--- src/include/mcs_pkg.sv ---
`default_nettype none
package mcs_pkg;
   // ************************************************************
   // register byte addresses (own choice, one word each)
   // ************************************************************
   localparam logic [11:0] OFF_PRI_LOCK  = 12'h000;
   localparam logic [11:0] OFF_SEC_LOCK  = 12'h004;
   localparam logic [11:0] OFF_TEST_PORT = 12'h008;
   localparam logic [11:0] OFF_PAGE      = 12'h00C;
   localparam logic [11:0] OFF_PWR_A     = 12'h010;
   localparam logic [11:0] OFF_PWR_B     = 12'h014;
   localparam logic [11:0] OFF_SPACE_MAP = 12'h018;
   localparam logic [11:0] OFF_MEM_A     = 12'h01C;
   localparam logic [11:0] OFF_MEM_B     = 12'h020;

   // ************************************************************
   // writable-bit masks and reset values
   // ************************************************************
   localparam logic [7:0] MASK_TEST_PORT = 8'h01;
   localparam logic [7:0] MASK_PWR_A     = 8'h3A;
   localparam logic [7:0] MASK_PWR_B     = 8'h7D;
   localparam logic [7:0] MASK_SPACE_MAP = 8'h9F;
   localparam logic [7:0] MASK_SEC_LOCK  = 8'h8F;
   localparam logic [7:0] MASK_MEM_B     = 8'h3F;
   localparam logic [7:0] RST_PAGE       = 8'h00;
   localparam logic [7:0] RST_TEST_PORT  = 8'h00;
   localparam logic [7:0] RST_PWR        = 8'h00;
   localparam logic [7:0] SPACE_MAP_KEEP = 8'h1E;

   // ************************************************************
   // field positions
   // ************************************************************
   localparam int BIT_TEST_ON    = 0;
   localparam int BIT_APD        = 1;
   localparam int BIT_TURBO_OFF  = 3;
   localparam int BIT_ARRAY_CLK  = 4;
   localparam int BIT_MCELL_CLK  = 5;
   localparam int BIT_ADDR_BLOCK = 0;
   localparam int BIT_CONTROL_INPUT_0_OFF  = 2;
   localparam int BIT_FETCH_SRAM = 0;
   localparam int BIT_FETCH_SEC  = 1;
   localparam int BIT_FETCH_PRI  = 2;
   localparam int BIT_READ_SEC   = 3;
   localparam int BIT_READ_PRI   = 4;
   localparam int BIT_PERIPH     = 7;

   // ************************************************************
   // memory organisation
   // ************************************************************
   localparam int PRI_SECTORS   = 8;
   localparam int SEC_SECTORS   = 4;
   localparam int PRI_SECTOR_KB = 64;
   localparam int SEC_SECTOR_KB = 8;

   // power gating outputs grouped for the logic array
   typedef struct packed {
      logic       auto_power_down;
      logic       turbo_off;
      logic       array_clk_gate;
      logic       mcell_clk_gate;
      logic [7:0] array_addr;
      logic [2:0] control_in;
      logic       ale_in;
      logic       high_byte_write_strobe;
   } mcs_gate_t;
endpackage
`default_nettype wire

--- src/logic/mcs_regs.sv ---
// Operation
// - primary lock status bits 7..0, one per sector, 1 means protected.
// - secondary lock status bits 3..0, four sectors, 1 means protected.
// - secondary lock bit 7 shows security flag; bits 6..4 unused.
// - test port bit 0 turns the serial test port on.
// - eight-bit page register drives array page inputs, resets to zero.
// - power gating A clears only at power-up, not on later resets.
// - power gating A bit 1 enables automatic power-down.
// - power gating A bit 3 set turns turbo off.
// - bit 4 gates clock to AND array; clock change wakes array without turbo.
// - power gating A bit 5 disconnects clock from macrocells.
// - power gating B bit 0 blocks address lines A7-A0 from array.
// - in 16-bit mode array address comes from port F low and bus upper.
// - power gating B bits 2..6 disconnect control 0..2, latch strobe, high write.
// - space mapping bits 1..4 load user defaults on reset; 0 and 7 cleared.
// - space mapping bits 0..4 act only in 16-bit alternate bus mode.
// - fetch strobe allows per memory, read strobe allows for flash only, from space mapping.
// - space mapping bit 7 enables port F peripheral mode.
// - memory size A low nibble gives primary flash size code.
// - memory size A high nibble gives SRAM size code.
// - memory size B gives secondary size, type; bits 7..6 zero.
// - decode makes eight primary, four secondary selects, one SRAM select.
//
// Implementation choices: the APB interface to the registers and the register offsets.
`timescale 1ns/10ps
`default_nettype none
module mcs_regs #(
   parameter logic [7:0] SPACE_MAP_DEFAULT = 8'h1E,   // user-configured map bits 4..1
   parameter logic [3:0] PRI_SIZE_CODE     = 4'h4,    // 4 Mbit primary flash
   parameter logic [3:0] SRAM_SIZE_CODE    = 4'h3,    // 64 Kbit sram
   parameter logic [3:0] SEC_SIZE_CODE     = 4'h2,    // 256 Kbit secondary
   parameter logic [1:0] SEC_TYPE_CODE     = 2'h0     // flash
) (
   input  wire logic                 pclk,              // bus clock, 100 MHz
   input  wire logic                 presetn,           // async reset, active low
   input  wire logic                 power_on_rst_n,    // power-up reset, active low
   input  wire logic                 psel,              // apb select
   input  wire logic                 penable,           // apb access phase
   input  wire logic                 pwrite,            // apb write
   input  wire logic [11:0]          paddr,             // apb byte address
   input  wire logic [31:0]          pwdata,            // apb write data
   output logic      [31:0]          prdata,            // apb read data
   output logic                      pready,            // apb ready
   output logic                      pslverr,           // apb error, unmapped
   input  wire logic [7:0]           primary_lock_in,   // flash sector protect state
   input  wire logic [3:0]           secondary_lock_in, // boot sector protect state
   input  wire logic                 security_set_in,   // security flag state
   input  wire logic                 alt_bus_mode,      // 16-bit alternate bus mode
   input  wire logic                 external_clock_input, // array clock pin
   input  wire logic [7:0]           addr_low_in,       // address lines A7-A0
   input  wire logic [3:0]           port_f_low_pins,   // alternate A3-A0
   input  wire logic [3:0]           mux_bus_upper_lines, // alternate A7-A4
   input  wire logic [2:0]           control_inputs,    // control inputs 0..2
   input  wire logic                 ale_in,            // address latch strobe
   input  wire logic                 high_byte_write_strobe, // high byte write
   input  wire logic [2:0]           region_hit,        // decoded: pri, sec, sram
   input  wire logic [2:0]           sector_index,      // sector from address
   input  wire logic                 program_fetch_strobe, // fetch cycle active
   input  wire logic                 read_strobe,       // data read active
   output logic                      test_port_on,      // serial test port enable
   output logic      [7:0]           page_bits,         // page inputs to array
   output mcs_pkg::mcs_gate_t        gate_out,          // power gated array inputs
   output logic                      array_wake,        // clock change wake pulse
   output logic                      port_f_periph_mode, // port F peripheral mode
   output logic      [7:0]           primary_sector_selects,   // 64 Kbyte sectors
   output logic      [3:0]           secondary_sector_selects, // 8 Kbyte sectors
   output logic                      sram_select        // sram select
);

   // ************************************************************
   // pin synchronisers
   // ************************************************************
   logic [7:0]  lock_p_m, lock_p_s;
   logic [4:0]  lock_s_m, lock_s_s;
   logic [1:0]  clk_m;
   logic        clk_s, clk_prev_q;

   // two stages on every pin-sourced status bit
   always_ff @(posedge pclk or negedge presetn) begin
      if (!presetn) begin
         lock_p_m <= 8'h00;
         lock_p_s <= 8'h00;
         lock_s_m <= 5'h00;
         lock_s_s <= 5'h00;
      end else begin
         lock_p_m <= primary_lock_in;
         lock_p_s <= lock_p_m;
         lock_s_m <= {security_set_in, secondary_lock_in};
         lock_s_s <= lock_s_m;
      end
   end

   // clock pin is sampled, edge found only past third stage
   always_ff @(posedge pclk or negedge presetn) begin
      if (!presetn) begin
         clk_m      <= 2'h0;
         clk_s      <= 1'b0;
         clk_prev_q <= 1'b0;
      end else begin
         clk_m      <= {clk_m[0], external_clock_input};
         clk_s      <= clk_m[1];
         clk_prev_q <= clk_s;
      end
   end

   // ************************************************************
   // registers
   // ************************************************************
   logic [7:0] test_q, page_q, pwr_a_q, pwr_b_q, map_q;
   logic       wr_en;
   logic       rst_seen_q;

   function automatic logic hit(input logic [11:0] a, input logic [11:0] off);
      hit = (a == off);
   endfunction

   assign wr_en = psel && penable && pwrite;

   always_ff @(posedge pclk or negedge presetn) begin
      if (!presetn) begin
         test_q <= mcs_pkg::RST_TEST_PORT;
         page_q <= mcs_pkg::RST_PAGE;
      end else if (wr_en) begin
         if (hit(paddr, mcs_pkg::OFF_TEST_PORT))
            test_q <= pwdata[7:0] & mcs_pkg::MASK_TEST_PORT;
         if (hit(paddr, mcs_pkg::OFF_PAGE))
            page_q <= pwdata[7:0];
      end
   end

   // power gating kept across bus resets; only power-up clears it
   always_ff @(posedge pclk or negedge power_on_rst_n) begin
      if (!power_on_rst_n) begin
         pwr_a_q <= mcs_pkg::RST_PWR;
         pwr_b_q <= mcs_pkg::RST_PWR;
      end else if (wr_en) begin
         if (hit(paddr, mcs_pkg::OFF_PWR_A))
            pwr_a_q <= pwdata[7:0] & mcs_pkg::MASK_PWR_A;
         if (hit(paddr, mcs_pkg::OFF_PWR_B))
            pwr_b_q <= pwdata[7:0] & mcs_pkg::MASK_PWR_B;
      end
   end

   // defaults reloaded by a clocked step after reset, not from the port
   always_ff @(posedge pclk or negedge presetn) begin
      if (!presetn) begin
         map_q      <= 8'h00;
         rst_seen_q <= 1'b0;
      end else begin
         rst_seen_q <= 1'b1;
         if (!rst_seen_q)
            map_q <= SPACE_MAP_DEFAULT & mcs_pkg::SPACE_MAP_KEEP;
         else if (wr_en && hit(paddr, mcs_pkg::OFF_SPACE_MAP))
            map_q <= pwdata[7:0] & mcs_pkg::MASK_SPACE_MAP;
      end
   end

   // ************************************************************
   // apb read path
   // ************************************************************
   logic [7:0] rd_byte;
   logic       mapped;

   // status and size codes assembled with unused bits forced low
   always_comb begin
      mapped  = 1'b1;
      rd_byte = 8'h00;
      case (paddr)
         mcs_pkg::OFF_PRI_LOCK:  rd_byte = lock_p_s;
         mcs_pkg::OFF_SEC_LOCK:  rd_byte = {lock_s_s[4], 3'h0, lock_s_s[3:0]};
         mcs_pkg::OFF_TEST_PORT: rd_byte = test_q;
         mcs_pkg::OFF_PAGE:      rd_byte = page_q;
         mcs_pkg::OFF_PWR_A:     rd_byte = pwr_a_q;
         mcs_pkg::OFF_PWR_B:     rd_byte = pwr_b_q;
         mcs_pkg::OFF_SPACE_MAP: rd_byte = map_q;
         mcs_pkg::OFF_MEM_A:     rd_byte = {SRAM_SIZE_CODE, PRI_SIZE_CODE};
         mcs_pkg::OFF_MEM_B:     rd_byte = {2'h0, SEC_TYPE_CODE, SEC_SIZE_CODE};
         default:                mapped  = 1'b0;
      endcase
   end

   // zero-wait slave: answers in the first access cycle
   assign pready  = 1'b1;
   assign pslverr = psel && penable && !mapped;

   always_ff @(posedge pclk or negedge presetn) begin
      if (!presetn)
         prdata <= 32'h0000_0000;
      else if (psel && !penable && !pwrite)
         prdata <= {24'h00_0000, rd_byte};
   end

   // ************************************************************
   // control outputs
   // ************************************************************
   logic       map_live;
   logic [7:0] arr_addr;

   assign test_port_on       = test_q[mcs_pkg::BIT_TEST_ON];
   assign page_bits          = page_q;
   assign port_f_periph_mode = map_q[mcs_pkg::BIT_PERIPH];
   assign map_live           = alt_bus_mode;

   // alternate bus mode re-sources the array address nibbles
   assign arr_addr = alt_bus_mode ? {mux_bus_upper_lines, port_f_low_pins}
                                  : addr_low_in;

   // blocked inputs held low so the array sees no toggling
   always_comb begin
      gate_out.auto_power_down = pwr_a_q[mcs_pkg::BIT_APD];
      gate_out.turbo_off       = pwr_a_q[mcs_pkg::BIT_TURBO_OFF];
      gate_out.array_clk_gate  = pwr_a_q[mcs_pkg::BIT_ARRAY_CLK] ? 1'b0 : clk_s;
      gate_out.mcell_clk_gate  = pwr_a_q[mcs_pkg::BIT_MCELL_CLK] ? 1'b0 : clk_s;
      gate_out.array_addr      = pwr_b_q[mcs_pkg::BIT_ADDR_BLOCK] ? 8'h00 : arr_addr;
      gate_out.control_in      = control_inputs & ~pwr_b_q[4:2];
      gate_out.ale_in          = ale_in & ~pwr_b_q[5];
      gate_out.high_byte_write_strobe = high_byte_write_strobe & ~pwr_b_q[6];
   end

   // wake only matters with turbo off and the clock connected
   assign array_wake = (clk_s != clk_prev_q) && pwr_a_q[mcs_pkg::BIT_TURBO_OFF]
                       && !pwr_a_q[mcs_pkg::BIT_ARRAY_CLK];

   // ************************************************************
   // memory selects
   // ************************************************************
   logic allow_pri, allow_sec, allow_sram;

   // strobe permissions bypassed outside alternate bus mode
   always_comb begin
      allow_pri  = 1'b1;
      allow_sec  = 1'b1;
      allow_sram = 1'b1;
      if (map_live) begin
         allow_pri  = (program_fetch_strobe && map_q[mcs_pkg::BIT_FETCH_PRI])
                   || (read_strobe && map_q[mcs_pkg::BIT_READ_PRI]);
         allow_sec  = (program_fetch_strobe && map_q[mcs_pkg::BIT_FETCH_SEC])
                   || (read_strobe && map_q[mcs_pkg::BIT_READ_SEC]);
         allow_sram = !program_fetch_strobe || map_q[mcs_pkg::BIT_FETCH_SRAM];
      end
   end

   // one-hot sector decode; registered so selects come from flops
   always_ff @(posedge pclk or negedge presetn) begin
      if (!presetn) begin
         primary_sector_selects   <= 8'h00;
         secondary_sector_selects <= 4'h0;
         sram_select              <= 1'b0;
      end else begin
         primary_sector_selects   <= (region_hit[2] && allow_pri)
                                     ? (8'h01 << sector_index) : 8'h00;
         secondary_sector_selects <= (region_hit[1] && allow_sec)
                                     ? (4'h1 << sector_index[1:0]) : 4'h0;
         sram_select              <= region_hit[0] && allow_sram;
      end
   end

endmodule
`default_nettype wire

--- config.mk ---
export PLATFORM = sky130hd
export DESIGN_NAME = mcs_regs
export DESIGN_NICKNAME = d
export VERILOG_FILES = /design/src/include/mcs_pkg.sv /design/src/logic/mcs_regs.sv
export SDC_FILE = /design/constraint.sdc
export NUM_CORES = 1
export LEC_CHECK = 0
export BUFFER_PORTS_ARGS = -buffer_cell sky130_fd_sc_hd__clkbuf_2
export CAP_MARGIN = 20
export CORE_MARGIN = 2
export CORE_UTILIZATION = 46
export CTS_CLUSTER_SIZE = 20
export DETAILED_ROUTE_END_ITERATION = 8
export GPL_TIMING_DRIVEN = 0
export PLACE_DENSITY_LB_ADDON = 0.05
export SYNTH_ARGS = -nofsm -noshare
export SYNTH_HDL_FRONTEND = slang
export SYNTH_SLANG_ARGS = --single-unit
--- constraint.sdc ---
create_clock -name pclk -period 1.53 [get_ports pclk]
set_input_delay 0.2295 -clock pclk [delete_from_list [all_inputs] [get_ports pclk]]
set_output_delay 0.2295 -clock pclk [all_outputs]
set_load 0.005 [all_outputs]
Word level (Yosys, flattened, before mapping)
Index checks and enable logic that the tools add are counted.
W data, S select, Z words.
{ "word_totals": {"reg_bits": 79, "in_bits": 94, "wordCells": 77} }
{ "classes": {"eq_ne": 10, "n_shift": 2, "n_mux": 13, "n_bitwise": 6, "n_reduce_logical": 29} }
{ "ops": {"columns": ["op", "count"], "rows": [
  ["$pmux W8 S9", 1],
  ["$eq A12 B5 Y1 const B", 4],
  ["$mux W8", 5],
  ["$eq A12 B4 Y1 const B", 2],
  ["$logic_and A1 B1 Y1", 15],
  ["$eq A12 B3 Y1 const B", 1],
  ["$eq A12 B6 Y1 const B", 1],
  ["$logic_not A12 Y1", 1],
  ["$reduce_or A9 Y1", 1],
  ["$reduce_and A2 Y1", 4],
  ["$shl A1 B3 Y8 const A", 1],
  ["$mux W1", 6],
  ["$logic_not A1 Y1", 5],
  ["$mux W4", 1],
  ["$shl A1 B2 Y4 const A", 1],
  ["$and A3 B3 Y3", 1],
  ["$logic_or A1 B1 Y1", 3],
  ["$not A3 Y3", 1],
  ["$and A1 B1 Y1", 2],
  ["$ne A2 B1 Y1 const B", 1],
  ["$not A1 Y1", 2],
  ["$ne A1 B1 Y1", 1]
]} }

Logic depth before layout (Yosys ltp)
{ "logic_depth": {"depth_word": 5, "ltp_mapped": 6} }

Worst setup path after synthesis
OpenSTA, ideal clock, no wires.
{ "synth_path": {"kind": "input to register", "startpoint": "input paddr[7]", "endpoint": "register pwr_a_q[1]", "setup_ns": 0.125, "arrival_time_ns": 1.400, "t_required_ns": 1.405, "setup_slack_ns": 0.005, "path_stages": 5, "n_path_buf": 1, "path_cell_list": "nor4_4 -> and2_2 -> and3_1 -> buf_6 -> mux2_2"} }
{ "synth_via": {"elab_chain_len": 2} }
{ "synth_rtl": {"columns": ["item", "line_no", "rtl"], "rows": [
  ["from (decl)", "mcs_regs.sv:40", "input wire logic [11:0] paddr,"],
  ["$eq A12 B5 Y1", "mcs_regs.sv:114", "hit = (a == off);"],
  ["$reduce_and A2 Y1 (no line)", null, null],
  ["to (signal assigned)", "mcs_regs.sv:134", "pwr_a_q <= mcs_pkg::RST_PWR;"],
  ["to (signal assigned)", "mcs_regs.sv:138", "pwr_a_q <= pwdata[7:0] & mcs_pkg::MASK_PWR_A;"],
  ["to (decl)", "mcs_regs.sv:109", "logic [7:0] test_q, page_q, pwr_a_q, pwr_b_q, map_q;"]
]} }
No other way between the ends.
A chain may end at the register's enable or synchronous reset.

Worst setup path in the final report
{ "layout_path": {"startpoint": "input paddr[7]", "endpoint": "output pslverr"} }
{ "layout_via": {"elab_chain_len": 5, "elab_cells_between_ends": 13, "cone_classes": "eq/ne (8); mux (1); reduce/logical (4)"} }
{ "layout_rtl": {"columns": ["item", "line_no", "rtl"], "rows": [
  ["$eq A12 B4 Y1, or another cell as far along", "mcs_regs.sv:168", "case (paddr)"],
  ["$reduce_or A9 Y1 (no line) (*)", null, null],
  ["$mux W1 (*)", "mcs_regs.sv:168", null],
  ["$logic_not A1 Y1 (*)", "mcs_regs.sv:184", "assign pslverr = psel && penable && !mapped;"],
  ["$logic_and A1 B1 Y1 (*)", "mcs_regs.sv:184", null],
  ["to (decl)", "mcs_regs.sv:44", "output logic pslverr,"]
]} }
Mark *: on every way between the ends. The rest lies on a longest branch, timed or not.

==> impl_metrics.csv <==
group,metric,value,unit
clocking,root_buffer,"clkbuf_8",
critical_path,cp.arrival,1.23,ns
placement,dp_hpwl,6220,um
worst_hold_path,hp-class,"input port to asynchronous set/reset pin",
yosys,synth-main-ff-cell,"dfrtp_1",
placement,gp_congestion,0.926,
route,viasPerCell,4.91,
floorplan,dieArea,0.00837,mm2
timing,clock.fmax,0.684,GHz
floorplan,die_w,91.5,um
critical_path,r2r_slack,0.12,ns
yosys,yosysSeqAreaShare,54.7,%
placement,io_buffers,115,
global_route,grt_pass1_vias,2668,
critical_path,r2r_start,"pwr_a_q[4]$_DFFE_PN0P_",
global_route,antenna_found_initial,0,
clocking,htreeDepth,3,
route,drc,0,
critical_path,crit_start,"paddr[7]",
critical_path,cp_data_required_time,1.30,ns
clocking,path_clk_slew,0.08,ns
global_route,grt_max_degree,68,
critical_path,setup.worst_path.end,"pslverr",
floorplan,num_rows,31,
clocking,cts-buffers-inserted,9,
timing,maxSlewHeadroom,41.4,%
critical_path,timing.rr.end,"prdata[4]$_DFFE_PN0P_",
critical_path,r2r_cells,4,
timing,clock_skew,0.0114,ns
timing,hold_viol_final,0,
route,dr_total_vias,2783,
floorplan,start_util,48.0,%
cells_and_area,drive_above_1_share,43.6,%
yosys,yosysTopAreaCell,"dfrtp_1",
timing,rsz0062_at_grt,"false",
pwr,powerDensity,869,mW/mm2
floorplan,io_pins,169,
route,drtIter0Drc,155,
global_route,gr-total-overflow,0,
yosys,netlist_instances,298,
yosys,ys_ff_latch,77,
placement,dpl.cell_count,536,
cells_and_area,fillers,616,
cells_and_area,layout.nets,558,
critical_path,critical_path_class,"input port to primary output",
cells_and_area,syn_to_final_growth,33.2,%
yosys,syn_area,0.00352,mm2
critical_path,end_kind,"primary output",
clocking,clkLatencyLatePin,0.35,ns
route,wl_per_cell,14.8,um
floorplan,dieHeight,91.5,um
global_route,grt_pass1_wl,13400,um
run_status,status,"finished, final reports clean",
pwr,leakagePower,2.39,nW
clocking,cts_tree,"yes",
yosys,yosysUniqueCellTypes,54,
route,routed_wl,8410,um
pwr,ir_worst_vdd,0.742,mV
route,first_pass_iters,4,
placement,dp_slack,-0.319,ns
cells_and_area,fin_cells,567,
critical_path,critPathLaunchType,"input port",
yosys,synth.area.top_cells,"dfrtp_1 55%, buf_4 5.8%, mux2_2 5.1%",
floorplan,core-area,0.00733,mm2
critical_path,worstPathMaxFanout,8,
clocking,clkSinkCount,77,
yosys,yosys_warnings,0,
route,ant_nets,0,
timing,slew_violations,0,
timing,finalSetupViolCount,0,
timing,tightest_slew,0.879,ns
yosys,synth_top_area_share,54.7,%
clocking,cts_buffer_depth,2,
cells_and_area,n_antenna_cell,0,
timing,postLayoutSetupSlackWorst,0.0677,ns
flow_run,drv_cap,0,
global_route,grtUsageTotal,20.8,%
yosys,syn_avg_cell_area,11.8,um2
timing,period_minus_slack,1.46,ns
yosys,synth_edf_count,0,
yosys,ys_async_sr_fraction,100,%
timing,period_share,95.6,%
cells_and_area,multi_input_area,0.00141,mm2
cells_and_area,seq_area,0.00193,mm2
worst min-delay path by stage:
stage | to | slack, ns | cells after the start
floorplan | clk_m[0]$_DFF_PN0_ | -0.07 | 0
CTS | clk_prev_q$_DFF_PN0_ | 0.05 | 1
finish | prdata[7]$_DFFE_PN0P_ | 0.03 | 1
detailed placement | pwr_b_q[4]$_DFFE_PN0P_ | 0.11 | 1
global placement | pwr_b_q[4]$_DFFE_PN0P_ | 0.11 | 1
global route | clk_prev_q$_DFF_PN0_ | 0.09 | 1
flip-flops by register name, summed over array words and instances, names as in the netlist:
name                      count
lock_p_m                      8
page_bits                     8
pwr_a_q                       4
lock_s_m                      5
pwr_b_q                       6
test_q                        1
sram_select                   1
primary_sector_selects        8
map_q                         6
clk_m                         2
clk_prev_q                    1
prdata                        8
secondary_sector_selects      4
lock_p_s                      8
clk_s                         1
rst_seen_q                    1
lock_s_s                      5
layout make-up:
type | instances | share of cell area, %
flip-flops and latches | 77 | 41.1
plain buffers | 39 | 5.79
clock inverters | 6 | 1.55
multi-input cells | 204 | 30.1
repair buffers | 132 | 16.1
well taps | 99 | 2.64
clock buffers | 9 | 2.64
inverters | 1 | 0.0800
Yosys cell counts (2+ instances only):
library cell	count
a21boi_0	2
a21oi_1	9
a22o_1	2
a22oi_1	4
a31oi_1	3
a32oi_1	2
and2_0	2
and3_1	6
and4_2	2
buf_2	6
buf_4	27
buf_6	2
clkbuf_1	4
conb_1	2
dfrtp_1	77
mux2_2	16
mux2_4	6
mux2i_1	10
nand2_1	10
nand2b_1	5
nand3_1	11
nand4_1	4
nor2_1	22
nor2b_1	11
nor3_1	4
nor3b_1	5
nor4_1	2
nor4_4	2
o21ai_0	13
o221ai_1	2
o31ai_1	2
cells in the final DEF (no fill, tap or decap), types with 6 or more instances in the layout:
| cell | n |
|---|---|
| conb_1 | 26 |
| nor2_1 | 22 |
| dlygate4sd3_1 | 15 |
| mux2_2 | 16 |
| nand2_1 | 10 |
| clkbuf_8 | 9 |
| clkbuf_2 | 115 |
| mux2_4 | 6 |
| and3_1 | 6 |
| nor2b_1 | 11 |
| a21oi_1 | 9 |
| dfrtp_1 | 77 |
| nand3_1 | 11 |
| mux2i_1 | 10 |
| o21ai_0 | 13 |
| buf_4 | 28 |
| buf_2 | 6 |
worst max-delay path: stages:
cell and delay, ns:
clkbuf_2 0.10, nor4_4 0.46, and2_4 0.26, a21oi_1 0.06, clkbuf_2 0.12
routing by layer:
metal,track usage [%],up-vias,part of all wire [%]
met2,31.8,116,47
met3,6.80,6,7.3
met5,0,-,0
met4,6.57,0,1.2
li1,-,1340,-
met1,28.0,1321,44
power by group:
part | total [mW] | switching (mW) | internal [mW]
registers | 2.10 | 0.0172 | 2.09
logic | 0.459 | 0.238 | 0.221
clock network | 1.52 | 0.759 | 0.758
total | 4.08 | 1.01 | 3.06
metrics by stage:
step	utilization, %	instance area [um2]	power [mW]	hold WS (ns)	setup TNS [ns]
after floorplan	-	3610	2.34	-0.0661	0
after global placement	58.8	4310	2.56	0.108	-18.84
after detailed placement	58.8	4310	2.57	0.111	-5.71
after CTS	63.5	4660	4.12	0.0526	0
after global routing	64.0	4690	4.27	0.0859	0
final	64.0	4690	4.08	0.0280	0
logic make-up (layout without fill, tap and decap cells):
family	Yosys count	count (layout)	share of synthesized area (%)
AOI/OAI and AO/OA	46	46	8.56
xor gates and xnor gates	1	1	0.249
buffers and inverters	41	187	7.89
DFF	77	77	54.7
muxes	33	33	11.2
other	2	26	0.213
and+or+nand+nor	98	98	17.2
what timing repair did:
item / in CTS / in global routing
hold buffers: 15 / 0
gates resized for setup: 0 / 3
setup endpoints to repair: 1 / 11
pin swaps: 0 / 1
setup buffers: 0 / 2
hold endpoints to repair: 24 / 0
Note: power is estimated with default switching activity, not from simulation.
